### src/hdl/pst_consts.vh
// constants for the pattern/state trigger qualifier
`ifndef PST_CONSTS_VH
`define PST_CONSTS_VH
`define PST_NUM_IN        4
`define PST_CLK_PERIOD_PS 5000
`define PST_QUAL_MIN_PS   10000
`define PST_QUAL_MAX_MS   5000
// shortest and longest qualifier in sampling cycles, sized for the 30-bit count
`define PST_QUAL_MIN_CYC  30'h2
`define PST_QUAL_MAX_CYC  30'h3b9aca00
`define PST_DUR_SAT       30'h3b9aca01
`define PST_CNT_W         30
`define PST_MODE_ENTER    3'h0
`define PST_MODE_EXIT     3'h1
`define PST_MODE_LONGER   3'h2
`define PST_MODE_SHORTER  3'h3
`define PST_MODE_STATE    3'h4
`define PST_PAT_LOW       2'h0
`define PST_PAT_HIGH      2'h1
`define PST_PAT_DONTCARE  2'h2
`endif

### src/hdl/pst_trigger.v
// pattern and state trigger qualifier for four comparator inputs
`timescale 1ns/100ps
`include "pst_consts.vh"
module pst_trigger (
  input  wire        clk,
  input  wire        reset_n,
  input  wire [3:0]  cmp_level,
  input  wire [2:0]  trig_mode,
  input  wire [7:0]  pattern,
  input  wire [29:0] qual_cycles,
  input  wire [1:0]  edge_src,
  input  wire        edge_rising,
  input  wire        state_present,
  output reg         trig_pulse,
  output reg         pattern_true,
  output reg  [29:0] duration
);
  // comparator outputs are asynchronous to clk; thresholds live per input upstream
  wire [3:0]  sync_lvl;
  wire [3:0]  prev_lvl;
  wire [3:0]  pos_match;
  wire [3:0]  st_match;
  wire [29:0] qual_eff;
  wire [29:0] next_duration;
  wire        src_edge;
  wire        pat_now;
  wire        st_pat;
  wire        pat_enter;
  wire        pat_leave;
  wire        dur_long;
  wire        dur_short;
  reg         next_trig;

  // each input keeps its own synchroniser, so no level leans on a neighbour
  pst_in_stage u_in0 (
    .clk        (clk),
    .reset_n    (reset_n),
    .raw        (cmp_level[0]),
    .level      (sync_lvl[0]),
    .level_prev (prev_lvl[0])
  );

  pst_in_stage u_in1 (
    .clk        (clk),
    .reset_n    (reset_n),
    .raw        (cmp_level[1]),
    .level      (sync_lvl[1]),
    .level_prev (prev_lvl[1])
  );

  pst_in_stage u_in2 (
    .clk        (clk),
    .reset_n    (reset_n),
    .raw        (cmp_level[2]),
    .level      (sync_lvl[2]),
    .level_prev (prev_lvl[2])
  );

  pst_in_stage u_in3 (
    .clk        (clk),
    .reset_n    (reset_n),
    .raw        (cmp_level[3]),
    .level      (sync_lvl[3]),
    .level_prev (prev_lvl[3])
  );

  // the instance index doubles as the edge-source code of that position
  pst_pos_match #(
    .POS (2'h0)
  ) u_pos0 (
    .level    (sync_lvl[0]),
    .code     (pattern[1:0]),
    .edge_src (edge_src),
    .match    (pos_match[0]),
    .st_match (st_match[0])
  );

  pst_pos_match #(
    .POS (2'h1)
  ) u_pos1 (
    .level    (sync_lvl[1]),
    .code     (pattern[3:2]),
    .edge_src (edge_src),
    .match    (pos_match[1]),
    .st_match (st_match[1])
  );

  pst_pos_match #(
    .POS (2'h2)
  ) u_pos2 (
    .level    (sync_lvl[2]),
    .code     (pattern[5:4]),
    .edge_src (edge_src),
    .match    (pos_match[2]),
    .st_match (st_match[2])
  );

  pst_pos_match #(
    .POS (2'h3)
  ) u_pos3 (
    .level    (sync_lvl[3]),
    .code     (pattern[7:6]),
    .edge_src (edge_src),
    .match    (pos_match[3]),
    .st_match (st_match[3])
  );

  pst_edge_sel u_edge (
    .level       (sync_lvl),
    .level_prev  (prev_lvl),
    .edge_src    (edge_src),
    .edge_rising (edge_rising),
    .src_edge    (src_edge)
  );

  pst_qual_clamp u_clamp (
    .qual_cycles (qual_cycles),
    .qual_eff    (qual_eff)
  );

  pst_dur_next u_dur (
    .pat_now       (pat_now),
    .pat_enter     (pat_enter),
    .duration      (duration),
    .next_duration (next_duration)
  );

  assign pat_now   = &pos_match;
  assign st_pat    = &st_match;
  assign pat_enter = pat_now & ~pattern_true;
  assign pat_leave = ~pat_now & pattern_true;
  // duration is read before its update, so the exit cycle sees the full length
  assign dur_long  = duration >= qual_eff;
  assign dur_short = duration < qual_eff;

  // unused mode codes fall through to default and never fire
  always @* begin
    next_trig = 1'b0;
    case (trig_mode)
      `PST_MODE_ENTER: begin
        next_trig = pat_enter;
      end
      `PST_MODE_EXIT: begin
        next_trig = pat_leave;
      end
      `PST_MODE_LONGER: begin
        next_trig = pat_leave & dur_long;
      end
      `PST_MODE_SHORTER: begin
        next_trig = pat_leave & dur_short;
      end
      `PST_MODE_STATE: begin
        next_trig = src_edge & (st_pat == state_present);
      end
      default: begin
        next_trig = 1'b0;
      end
    endcase
  end

  // one clock of latency buys a glitch-free pulse and stable status
  always @(posedge clk) begin
    if (!reset_n) begin
      pattern_true <= 1'b0;
      duration     <= 30'h0;
      trig_pulse   <= 1'b0;
    end else begin
      pattern_true <= pat_now;
      duration     <= next_duration;
      trig_pulse   <= next_trig;
    end
  end
endmodule // pst_trigger

// two-flop synchroniser plus one history flop for a single comparator input
module pst_in_stage (
  input  wire clk,
  input  wire reset_n,
  input  wire raw,
  output wire level,
  output wire level_prev
);
  reg sync_a;
  reg sync_b;
  reg hist;

  // only sync_b reads sync_a, so a metastable first stage never reaches logic
  always @(posedge clk) begin
    if (!reset_n) begin
      sync_a <= 1'b0;
      sync_b <= 1'b0;
      hist   <= 1'b0;
    end else begin
      sync_a <= raw;
      sync_b <= sync_a;
      hist   <= sync_b;
    end
  end

  assign level      = sync_b;
  assign level_prev = hist;
endmodule // pst_in_stage

// one pattern position: must be high, must be low, or ignored
module pst_pos_match #(
  parameter [1:0] POS = 2'h0
) (
  input  wire       level,
  input  wire [1:0] code,
  input  wire [1:0] edge_src,
  output reg        match,
  output wire       st_match
);
  // both upper codes mean don't care, so no code is left undecoded
  always @* begin
    case (code)
      `PST_PAT_LOW: begin
        match = ~level;
      end
      `PST_PAT_HIGH: begin
        match = level;
      end
      default: begin
        match = 1'b1;
      end
    endcase
  end

  // the edge input's own code is ignored whatever it holds
  assign st_match = match | (edge_src == POS);
endmodule // pst_pos_match

// edge of the chosen polarity on the chosen input
module pst_edge_sel (
  input  wire [3:0] level,
  input  wire [3:0] level_prev,
  input  wire [1:0] edge_src,
  input  wire       edge_rising,
  output wire       src_edge
);
  wire src_now;
  wire src_was;
  wire rise;
  wire fall;

  // a high level held across reset release looks like a rising edge two clocks later
  assign src_now  = level[edge_src];
  assign src_was  = level_prev[edge_src];
  assign rise     = src_now & ~src_was;
  assign fall     = ~src_now & src_was;
  assign src_edge = edge_rising ? rise : fall;
endmodule // pst_edge_sel

// qualifier time pinned into the supported span
module pst_qual_clamp (
  input  wire [29:0] qual_cycles,
  output reg  [29:0] qual_eff
);
  // out-of-range settings are pinned rather than refused, so none is ignored
  always @* begin
    if (qual_cycles < `PST_QUAL_MIN_CYC) begin
      qual_eff = `PST_QUAL_MIN_CYC;
    end else if (qual_cycles > `PST_QUAL_MAX_CYC) begin
      qual_eff = `PST_QUAL_MAX_CYC;
    end else begin
      qual_eff = qual_cycles;
    end
  end
endmodule // pst_qual_clamp

// next value of the occurrence length counter
module pst_dur_next (
  input  wire        pat_now,
  input  wire        pat_enter,
  input  wire [29:0] duration,
  output reg  [29:0] next_duration
);
  wire at_ceiling;

  // saturating keeps a very long occurrence from wrapping into a short one
  assign at_ceiling = duration >= `PST_DUR_SAT;

  // the count includes the cycle of entry, so duration is cycles spent true
  always @* begin
    if (pat_enter) begin
      next_duration = 30'h1;
    end else if (pat_now && !at_ceiling) begin
      next_duration = duration + 30'h1;
    end else begin
      next_duration = duration;
    end
  end
endmodule // pst_dur_next

### config.mk
export PLATFORM = sky130hd
export DESIGN_NAME = pst_trigger
export DESIGN_NICKNAME = d
export VERILOG_FILES = /design/src/hdl/pst_trigger.v
export VERILOG_INCLUDE_DIRS = /design/src /design/src/hdl
export SDC_FILE = /design/constraint.sdc
export NUM_CORES = 1
export LEC_CHECK = 0
export ABC_AREA = 1
export BUFFER_PORTS_ARGS = -buffer_cell sky130_fd_sc_hd__buf_2
export CAP_MARGIN = 5
export CORE_UTILIZATION = 51
export CTS_CLUSTER_DIAMETER = 60
export DETAILED_ROUTE_END_ITERATION = 7
export PLACE_DENSITY = 0.78
export SETUP_SLACK_MARGIN = 0.15
export SLEW_MARGIN = 20
export SYNTH_ARGS = -nofsm -noshare
export SYNTH_HDL_FRONTEND = slang
export SYNTH_SLANG_ARGS = --single-unit
### constraint.sdc
create_clock -name clk -period 2.2 [get_ports clk]
set_input_delay 0.22 -clock clk [delete_from_list [all_inputs] [get_ports clk]]
set_output_delay 0.22 -clock clk [all_outputs]
set_load 0.02 [all_outputs]
==> flow_summary.yaml, run 1 <==
synth:
  syn_nets: 745
  synthDominantCellAreaShare_pct: 22.5
  synthTopCellsByArea: "dfxtp_1 22%, nand2_1 20%, ha_1 11%"
  ys_types: 30
  async_reset_ff_share_pct: 0
  synth_cells: 661
  synth_area_um2: 3920
  yosysSeqAreaShare_pct: 22.5
  yosys_warnings: 0
  synthFlopType: "dfxtp_1"
  syn_avg_cell_area_um2: 5.93
  synth_edf_count: 0
  yosysTopAreaCell: "dfxtp_1"
  synth_seq_cells: 44
finish:
  n_fill_cell: 652
  antenna_cells: 0
  final_common_cell: "nand2_1"
  nets: 864
  most-common-layout-cells: "197 x nand2_1, 80 x buf_2, 76 x nor2_1"
  area_growth_pct: 30.7
  multi_input_area_um2: 2940
  final_layout_size_suffix_gt1_share_pct: 25.1
  fin_cells: 880
  seqCellArea_um2: 885
sta:
  finClkSkew_ps: 12.1
  finalSetupViolCount: 1
  slew_headroom_pct: 70.9
  setup_ws_ps: -48.1
  fmax_mhz: 445
  final_hold_viol_count: 0
  rsz0062_at_grt: "yes"
  min_period_over_period_pct: 102
  worst_pin_slew_ps: 433
  finalMaxSlewViolations: 0
  fin_crit_ps: 2250
setup_path:
  start_kind: "primary input"
  cp.required_ps: 2410
  critPathMaxFanout: 6
  crit_buf_inv: 3
  crit_slowest_cell: "ha_4"
  path_cells: "buf_6 > nor2_4 > nand2_2 > nor4_4 > nand4_1 > nand2_4 > buf_8 > nand2_1 > ha_4 > nand2_2 > nor2_1 > o21ai_1 > nand3_1 > nand2_1 > nand2_1 > nand2_2 > nand3_2 > nand3_1 > nand2_1 > inv_1"
  rr_worst_depth: 9
  path_common_cell: "nand2_1"
  arrival_ps: 2460
  critPathTopFamily: "simple AND/OR/NAND/NOR gates"
  cp.depth: 20
  endpoint_kind: "flip-flop"
  critPathKind: "in -> reg"
  cpPeakStageDelay_ps: 290
drt:
  vias: 4734
  ant_nets: 0
  wl_per_cell_um: 14.5
  drc_errors: 0
  firstDrtPassIters: 5
  routed_wl_um: 12800
  viasPerCell: 5.38
  drtIter0Drc: 322
outcome:
  status: "complete, but fails checks"
  violations: "negative setup slack"
floorplan:
  die_area_um2: 8040
  chipWidth_um: 89.7
  core_area_um2: 7330
  rows: 31
  fp.dieH_um: 89.7
  io-pin-count: 83
  start_util_pct: 53.5
clock_tree:
  cts_tree: "yes"
  path_clk_slew_ps: 80
  cts_buffers: 5
  clock_sinks: 44
  cts-hold-fix-buffers: 0
  cts_buffer_depth: 2
  clkLatencyLatePin_ps: 310
  root_buffer: "clkbuf_8"
  h-tree-depth: 2
placed_design:
  dp_slack_ps: -363
  gp_congestion: 0.959
  dp_cells: 868
  io_buffers: 82
  hpwl_um: 9540
global_route:
  grt_most_used_layer: "met2"
  grt_max_degree: 30
  first_global_vias: 4050
  grt-ovfl-total: 0
  globalRouteMet2Util_pct: 51.3
  grt_use_total_pct: 30.9
  grt_pass1_wl_um: 18900
  use_met1_pct: 40.5
  grt_use_met3_pct: 5.03
  antenna_found_initial: 0
hold_path:
  hp-class: "in -> reg"
  worstHoldPathCells: 3
power_and_ir_drop:
  p_per_area_nw_per_um2: 368
  ir_drop_v: 0.000465
  leakage_nw: 2.52
run:
  drv_cap: 0
[synth_stat cells, types with 2 or more instances]
master,count
xor2_1,20
a21oi_1,47
o21ai_0,10
nor3b_1,2
nand3b_1,2
ha_1,33
nor4_1,7
xnor2_1,4
buf_2,9
nor2_1,85
nand2_1,210
o21a_1,2
nand3_1,68
clkbuf_1,2
dfxtp_1,44
nor3_1,14
inv_1,74
nand4_1,11
buf_4,3
buf_6,2
or2_2,3
[power breakdown]
group          internal [mW]  switching [mW]
combinational          0.174           0.242
sequential             0.811          0.0157
clock                  0.338           0.302
total                   1.32           0.560
[state kept, by name, summed over array words and instances (netlist names)]
register / count
u_in3.sync_a: 1
u_in2.level: 1
u_in1.sync_a: 1
u_in1.level_prev: 1
trig_pulse: 1
u_in0.sync_a: 1
u_in3.level: 1
u_in0.level_prev: 1
u_in3.level_prev: 1
u_in1.level: 1
pattern_true: 1
u_in2.sync_a: 1
u_in2.level_prev: 1
u_in0.level: 1
duration: 30
[logic make-up after synthesis]
| logic type | count (synthesis) | share of synthesized area, % |
|---|---|---|
| fa+ha+maj | 33 | 10.5 |
| flops | 44 | 22.5 |
| buf+inv | 92 | 9.77 |
| simple gates | 407 | 43.9 |
| compound gates | 61 | 7.98 |
| xor+xnor | 24 | 5.36 |
[per-layer routing]
layer  routed length (µm)  share of wire [%]
met1                 5660                 44
met2                 5920                 46
met3                  774                6.1
met4                  398                3.1
met5                    0                  0
[final timing paths]
path                                 startpoint      endpoint  slack (ps)
worst max-delay path            qual_cycles[18]    trig_pulse         -50
worst min-delay path               cmp_level[3]  u_in3.sync_a          90
worst max register to register      duration[1]  duration[26]         330
worst min register to register     u_in1.sync_a   u_in1.level         420
[repair_timing]
action	in CTS	in global routing
gates cloned	2	0
gates resized for setup	25	48
pin swaps	8	26
endpoints found under the setup margin	1	30
buffers inserted	0	2
[layout make-up]
class / count / share of cell area, %
Tap cell: 99 / 2.42
Timing Repair Buffer: 127 / 15.1
Inverter: 76 / 5.67
Timing Repair inverter: 1 / 0.122
Sequential cell: 44 / 17.3
Clock buffer: 6 / 1.42
Multi-Input combinational cell: 525 / 57.3
Clock inverter: 2 / 0.684
[per-stage QoR]
| stage | area, µm² | TNS [ps] | power (mW) | hold WS (ps) | util (%) |
|---|---|---|---|---|---|
| 2_1_floorplan | 3940 | 0 | 1.05 | 318 | - |
| 4_1_cts | 4880 | 0 | 1.85 | 90.3 | 66.6 |
| 5_1_grt | 5120 | -186 | 1.97 | 92.4 | 69.9 |
| 6_report | 5120 | -48.1 | 1.88 | 92.2 | 69.9 |
| 3_5_place_dp | 4680 | -363 | 1.21 | 406 | 63.9 |
| 3_3_place_gp | 4680 | -253 | 1.19 | 399 | 63.9 |
[worst register-to-register path, cell delays in order (launching register included)]
cell and delay [ps]:
dfxtp_2 440, ha_1 250, nand3_2 170, inv_1 100, nand2_1 160, nor2_1 220
nand2_1 120, xor2_1 140, nand3_1 80, a21oi_1 120
(Power assumes the default switching activity.)
==> run 2: changes to the inputs <==
- CELL_PAD_IN_SITES_DETAIL_PLACEMENT: not set -> 0
- CELL_PAD_IN_SITES_GLOBAL_PLACEMENT: not set -> 1
- CORE_MARGIN: not set -> 2
- CORE_UTILIZATION: 51 -> 34
- PLACE_DENSITY: 0.78 -> not set
- PLACE_DENSITY_LB_ADDON: not set -> 0.1
- clock period: 2.2 -> 1.8 ns (I/O delays scaled with it)
==> run 2 against run 1 <==
Compared with the run above:
- the run still ends with negative setup slack left
- sequential cell count unchanged
- combinational power grew 61%
- die area rose by 54%
- first-iteration DRC count up 15%
- sequential power is 21% higher
- global-route usage decreased by 6.1 points
- clock-buffer cell count down 1
- utilization down 14 points
- critical path depth decreased by 1
==> flow_summary.yaml, run 2 (synthesized netlist as in run 1, its figures left out) <==
global_route:
  grt_use_total_pct: 24.7
  grt_max_degree: 30
  antenna_found_initial: 0
  grt_pass1_wl_um: 24800
  grt-ovfl-total: 0
  first_global_vias: 4954
finish:
  nets: 922
  finish.instance_area_um2: 6350
  multi_input_area_um2: 3340
  most-common-layout-cells: "191 x nand2_1, 85 x buf_4, 79 x buf_2"
  area_growth_pct: 62.1
  final_layout_size_suffix_gt1_share_pct: 43.1
  fin_cells: 982
  fin_util_pct: 56.1
  largest_reg_flops: 30
  final_common_cell: "nand2_1"
  n_fill_cell: 1140
  seqCellArea_um2: 933
  regMostFlops: "duration"
  antenna_cells: 0
drt:
  route.met3.wl_um: 781
  wl_met2_um: 7520
  top_layer_used: "met4"
  routed_wl_um: 15600
  wl_per_cell_um: 15.9
  vias: 4974
  drtIter0Drc: 369
  ant_nets: 0
  drt-met1-wl_um: 6840
  firstDrtPassIters: 5
  viasPerCell: 5.07
  drc_errors: 0
outcome:
  violations: "negative setup slack"
  status: "complete, but fails checks"
floorplan:
  fp.dieH_um: 111
  core_area_um2: 11300
  io-pin-count: 83
  rows: 39
  chipWidth_um: 111
  start_util_pct: 34.6
  die_area_um2: 12400
power_and_ir_drop:
  total_power_mw: 2.76
  p_per_area_nw_per_um2: 435
  ir_drop_v: 0.000422
  leakage_nw: 3.04
sta:
  finalSetupViolCount: 1
  hold-worst-slack_ps: 67.0
  setup_ws_ps: -382
  rsz0062_at_grt: "yes"
  fin_crit_ps: 2180
  min_period_over_period_pct: 121
  worst_pin_slew_ps: 362
  fmax_mhz: 458
  finalMaxSlewViolations: 0
  finClkSkew_ps: 5.67
  final_hold_viol_count: 0
  slew_headroom_pct: 75.8
clock_tree:
  clkLatencyLatePin_ps: 290
  cts_tree: "yes"
  clock_sinks: 44
  cts_buffers: 5
  h-tree-depth: 2
  cts_buffer_depth: 2
  cts-hold-fix-buffers: 0
  root_buffer: "clkbuf_16"
  path_clk_slew_ps: 70
hold_path:
  hp-class: "in -> reg"
setup_path:
  rr_worst_depth: 10
  start_kind: "primary input"
  endpoint: "trig_pulse"
  critPathKind: "in -> reg"
  arrival_ps: 2430
  critPathMaxFanout: 6
  cp.required_ps: 2050
  r2r-end: "duration[14]"
  r2r_start: "duration[0]"
  endpoint_kind: "flip-flop"
  rrSetupSlack_ps: 60
  startpoint: "qual_cycles[18]"
placed_design:
  dp_cells: 950
  place_area_um2: 5060
  gp_congestion: 0.944
  io_buffers: 82
  hpwl_um: 11300
run:
  drv_cap: 0
-- run 2: cell types whose count changed in the layout (fill, tap and decap cells not counted), moves of 7 or more --
cell	delta
a21oi_1	-16
a21oi_2	+17
buf_12	+8
buf_4	+43
dfxtp_1	-25
dfxtp_2	+18
dfxtp_4	+7
nand3_1	-29
nand3_2	+23
nor2_1	-17
nor2_2	+12
nor3_1	-7
-- run 2: worst min path at each step --
stage,from,to,slack (ps),cells past startpoint
floorplan,cmp_level[0],u_in0.sync_a,280,2
global placement,cmp_level[2],u_in2.sync_a,360,3
detailed placement,cmp_level[0],u_in0.sync_a,370,3
CTS,cmp_level[0],u_in0.sync_a,60,3
global route,cmp_level[0],u_in0.sync_a,70,3
finish,cmp_level[0],u_in0.sync_a,70,3
-- run 2: timing repair --
action	CTS	global route
endpoints found under the setup margin	31	31
gates resized for setup	124	94
setup buffers	12	4
pin swaps	28	36
cloned	8	0
-- run 2: power by group --
group          internal (mW)  leakage (nW)  switching [mW]
clock network          0.661        0.0847           0.427
logic                  0.301          2.58           0.370
registers              0.984         0.373          0.0191
total                   1.95          3.04           0.816
-- run 2: metal layers --
layer  GRT usage (%)  up-vias
met3            3.54       36
met2            42.5      140
met4            8.40        0
met1            31.9     2303
met5               0        -
li1                -     2495
-- run 2: critical path: stages --
cell and delay, ps:
buf_8 100, nor2_4 120, nand2_2 70, nor4_4 240, nand4_1 180, nand2_4 200
buf_6 170, nand2_4 60, ha_4 260, nand4_1 160, nor2_2 200, nand2_1 80
nand2_2 80, nand2_2 60, nand2_1 60, nand2_1 60, nand3_2 60, nand2_1 40
inv_1 50
-- run 2: through the flow --
| step | TNS (ps) | setup WS [ps] |
|---|---|---|
| floorplan | -328 | -328 |
| global placement | -800 | -713 |
| detailed placement | -767 | -767 |
| CTS | -359 | -359 |
| global route | -847 | -580 |
| finish | -382 | -382 |
-- run 2: layout make-up --
class,count,share of cell area (%)
multi-input cells,525,52.6
well taps,143,2.82
repair inverters,1,0.0985
repair buffers,185,22.4
clock inverters,3,0.709
inverters,76,4.69
flip-flops and latches,44,14.7
clock buffers,5,1.97
==> run 3: changes to the inputs <==
- SETUP_SLACK_MARGIN: 0.15 -> not set
==> run 3 against run 2 <==
Compared with the run above:
- the run still ends with negative setup slack left
- via count decreased by 2.6%
- critical path depth down 2
- die area unchanged
- final cell count is 0.81% lower
- non-clock buffer count is 8 lower
- total power decreased by 1.3%
- critical path type unchanged
- largest power group unchanged
==> flow_summary.yaml, run 3 (synthesized netlist as in run 1, its figures left out) <==
floorplan:
  fp.dieH_um: 111
  die_area_um2: 12400
  io-pin-count: 83
  start_util_pct: 34.6
  chipWidth_um: 111
  rows: 39
  core_area_um2: 11300
drt:
  drc_errors: 0
  routed_wl_um: 15100
  vias: 4846
  viasPerCell: 4.98
  drtIter0Drc: 275
  wl_per_cell_um: 15.5
  firstDrtPassIters: 5
  ant_nets: 0
sta:
  min_period_over_period_pct: 117
  finClkSkew_ps: 4.17
  final_hold_viol_count: 0
  rsz0062_at_grt: "yes"
  slew_headroom_pct: 76.0
  finalMaxSlewViolations: 0
  fin_crit_ps: 2110
  finalSetupViolCount: 1
  fmax_mhz: 475
  worst_pin_slew_ps: 360
  setup_ws_ps: -307
power_and_ir_drop:
  leakage_nw: 2.91
  p_per_area_nw_per_um2: 465
  clockPowerShare_pct: 40.7
  internal_power_mw: 1.93
  netSwitchingFraction_pct: 29.3
  switchingPower_mw: 0.800
  p_comb_share_pct: 22.5
  ir_drop_v: 0.000464
  pwr-share-seq_pct: 36.8
finish:
  area_growth_pct: 49.6
  regMostFlops: "duration"
  most-common-layout-cells: "198 x nand2_1, 81 x buf_4, 76 x buf_2"
  antenna_cells: 0
  fin_cells: 974
  seqCellArea_um2: 920
  final_layout_size_suffix_gt1_share_pct: 34.7
  nets: 914
  multi_input_area_um2: 2980
  largest_reg_flops: 30
  final_common_cell: "nand2_1"
  n_fill_cell: 1199
setup_path:
  rr_worst_depth: 9
  r2r-end: "duration[16]"
  start_kind: "primary input"
  rrSetupSlack_ps: 90
  critPathMaxFanout: 6
  endpoint_kind: "flip-flop"
  cp.required_ps: 2050
  arrival_ps: 2360
  r2r_start: "duration[0]"
  critPathKind: "in -> reg"
hold_path:
  hold_end: "u_in0.sync_a"
  worstHoldPathCells: 3
  hp-class: "in -> reg"
  min_from: "cmp_level[0]"
clock_tree:
  h-tree-depth: 2
  cts-hold-fix-buffers: 0
  cts_buffers: 5
  clock_sinks: 44
  path_clk_slew_ps: 70
  cts_buffer_depth: 2
  root_buffer: "clkbuf_16"
  cts_tree: "yes"
  clkLatencyLatePin_ps: 300
global_route:
  grt_pass1_wl_um: 23100
  grt-ovfl-total: 0
  grt_use_met3_pct: 3.38
  grt_use_total_pct: 22.8
  grt_most_used_layer: "met2"
  use_met1_pct: 29.7
  globalRouteMet2Util_pct: 39.6
  antenna_found_initial: 0
  first_global_vias: 4691
  grt_max_degree: 30
placed_design:
  hpwl_um: 11300
  io_buffers: 82
  dp_slack_ps: -730
  dp_cells: 953
  gp_congestion: 0.930
outcome:
  status: "complete, but fails checks"
  violations: "negative setup slack"
run:
  drv_cap: 0
[run 3: changes by cell type in the layout (fill, tap and decap cells not counted), moves of 7 or more]
cell | before | now
nand3_1 | 35 | 58
nand3_2 | 28 | 9
a21oi_1 | 26 | 39
a21oi_2 | 21 | 8
nor2_1 | 59 | 68
nand2_1 | 191 | 198
[run 3: worst max path at each step]
stage / slack (ps) / from / cells after the start / endpoint
CTS: -350 / qual_cycles[27] / 22 / trig_pulse
global route: -510 / qual_cycles[18] / 21 / trig_pulse
floorplan: -330 / qual_cycles[21] / 18 / trig_pulse
detailed placement: -730 / qual_cycles[21] / 17 / trig_pulse
finish: -310 / qual_cycles[13] / 17 / trig_pulse
global placement: -670 / qual_cycles[21] / 19 / trig_pulse
[run 3: cell type report]
cell class                 instances  share of cell area (%)
clock inverter                     3                   0.790
timing repair buffer             177                    22.4
multi-input combinational        525                    50.9
clock buffer                       5                    2.13
timing repair inverter             1                  0.0854
inverter                          76                    4.99
tap                              143                    3.05
sequential                        44                    15.7
[run 3: routing by layer]
metal / wire length (µm) / vias up / part of all wire [%]
li1: - / 2464 / -
met5: 0 / - / 0
met1: 6630 / 2222 / 44
met4: 346 / 0 / 2.3
met3: 772 / 23 / 5.1
met2: 7300 / 137 / 49
[run 3: stage by stage]
| stage | hold WS [ps] | TNS, ps | area [µm²] | util (%) | total power, mW |
|---|---|---|---|---|---|
| final | 60.4 | -307 | 5860 | 51.8 | 2.73 |
| after global routing | 71.5 | -509 | 5860 | 51.8 | 2.84 |
| after CTS | 55.9 | -351 | 5380 | 47.6 | 2.65 |
| after detailed placement | 365 | -1160 | 5090 | 45.0 | 1.52 |
| after global placement | 362 | -766 | 5090 | 45.0 | 1.51 |
| after floorplan | 278 | -328 | 3940 | - | 1.28 |
[run 3: power by group through the flow]
stage / sequential (mW) / combinational, mW / clock, mW
after floorplan: 1.03 / 0.245 / 0
after global placement: 1.03 / 0.488 / 0
after detailed placement: 1.03 / 0.496 / 0
after CTS: 1.00 / 0.521 / 1.12
after global routing: 1.00 / 0.676 / 1.16
final: 1.00 / 0.614 / 1.11
[run 3: repair_timing]
item | 4_1_cts | 5_1_grt
setup buffers | 0 | 5
setup endpoints to repair | 25 | 31
pin swaps | 12 | 27
resized for setup | 31 | 98
gates cloned | 2 | 6
[run 3: critical path: stages]
cell and delay (ps):
buf_2 110, nor2_1 260, nand2_1 80, nor2_1 110, nand4_1 140, nand2_4 190
buf_6 150, nand2_2 60, ha_4 270, nand4_1 150, nor2_2 170, nand3_1 90
o21ai_1 130, nand3_1 80, nand3_1 80, nand2_1 50, inv_1 50
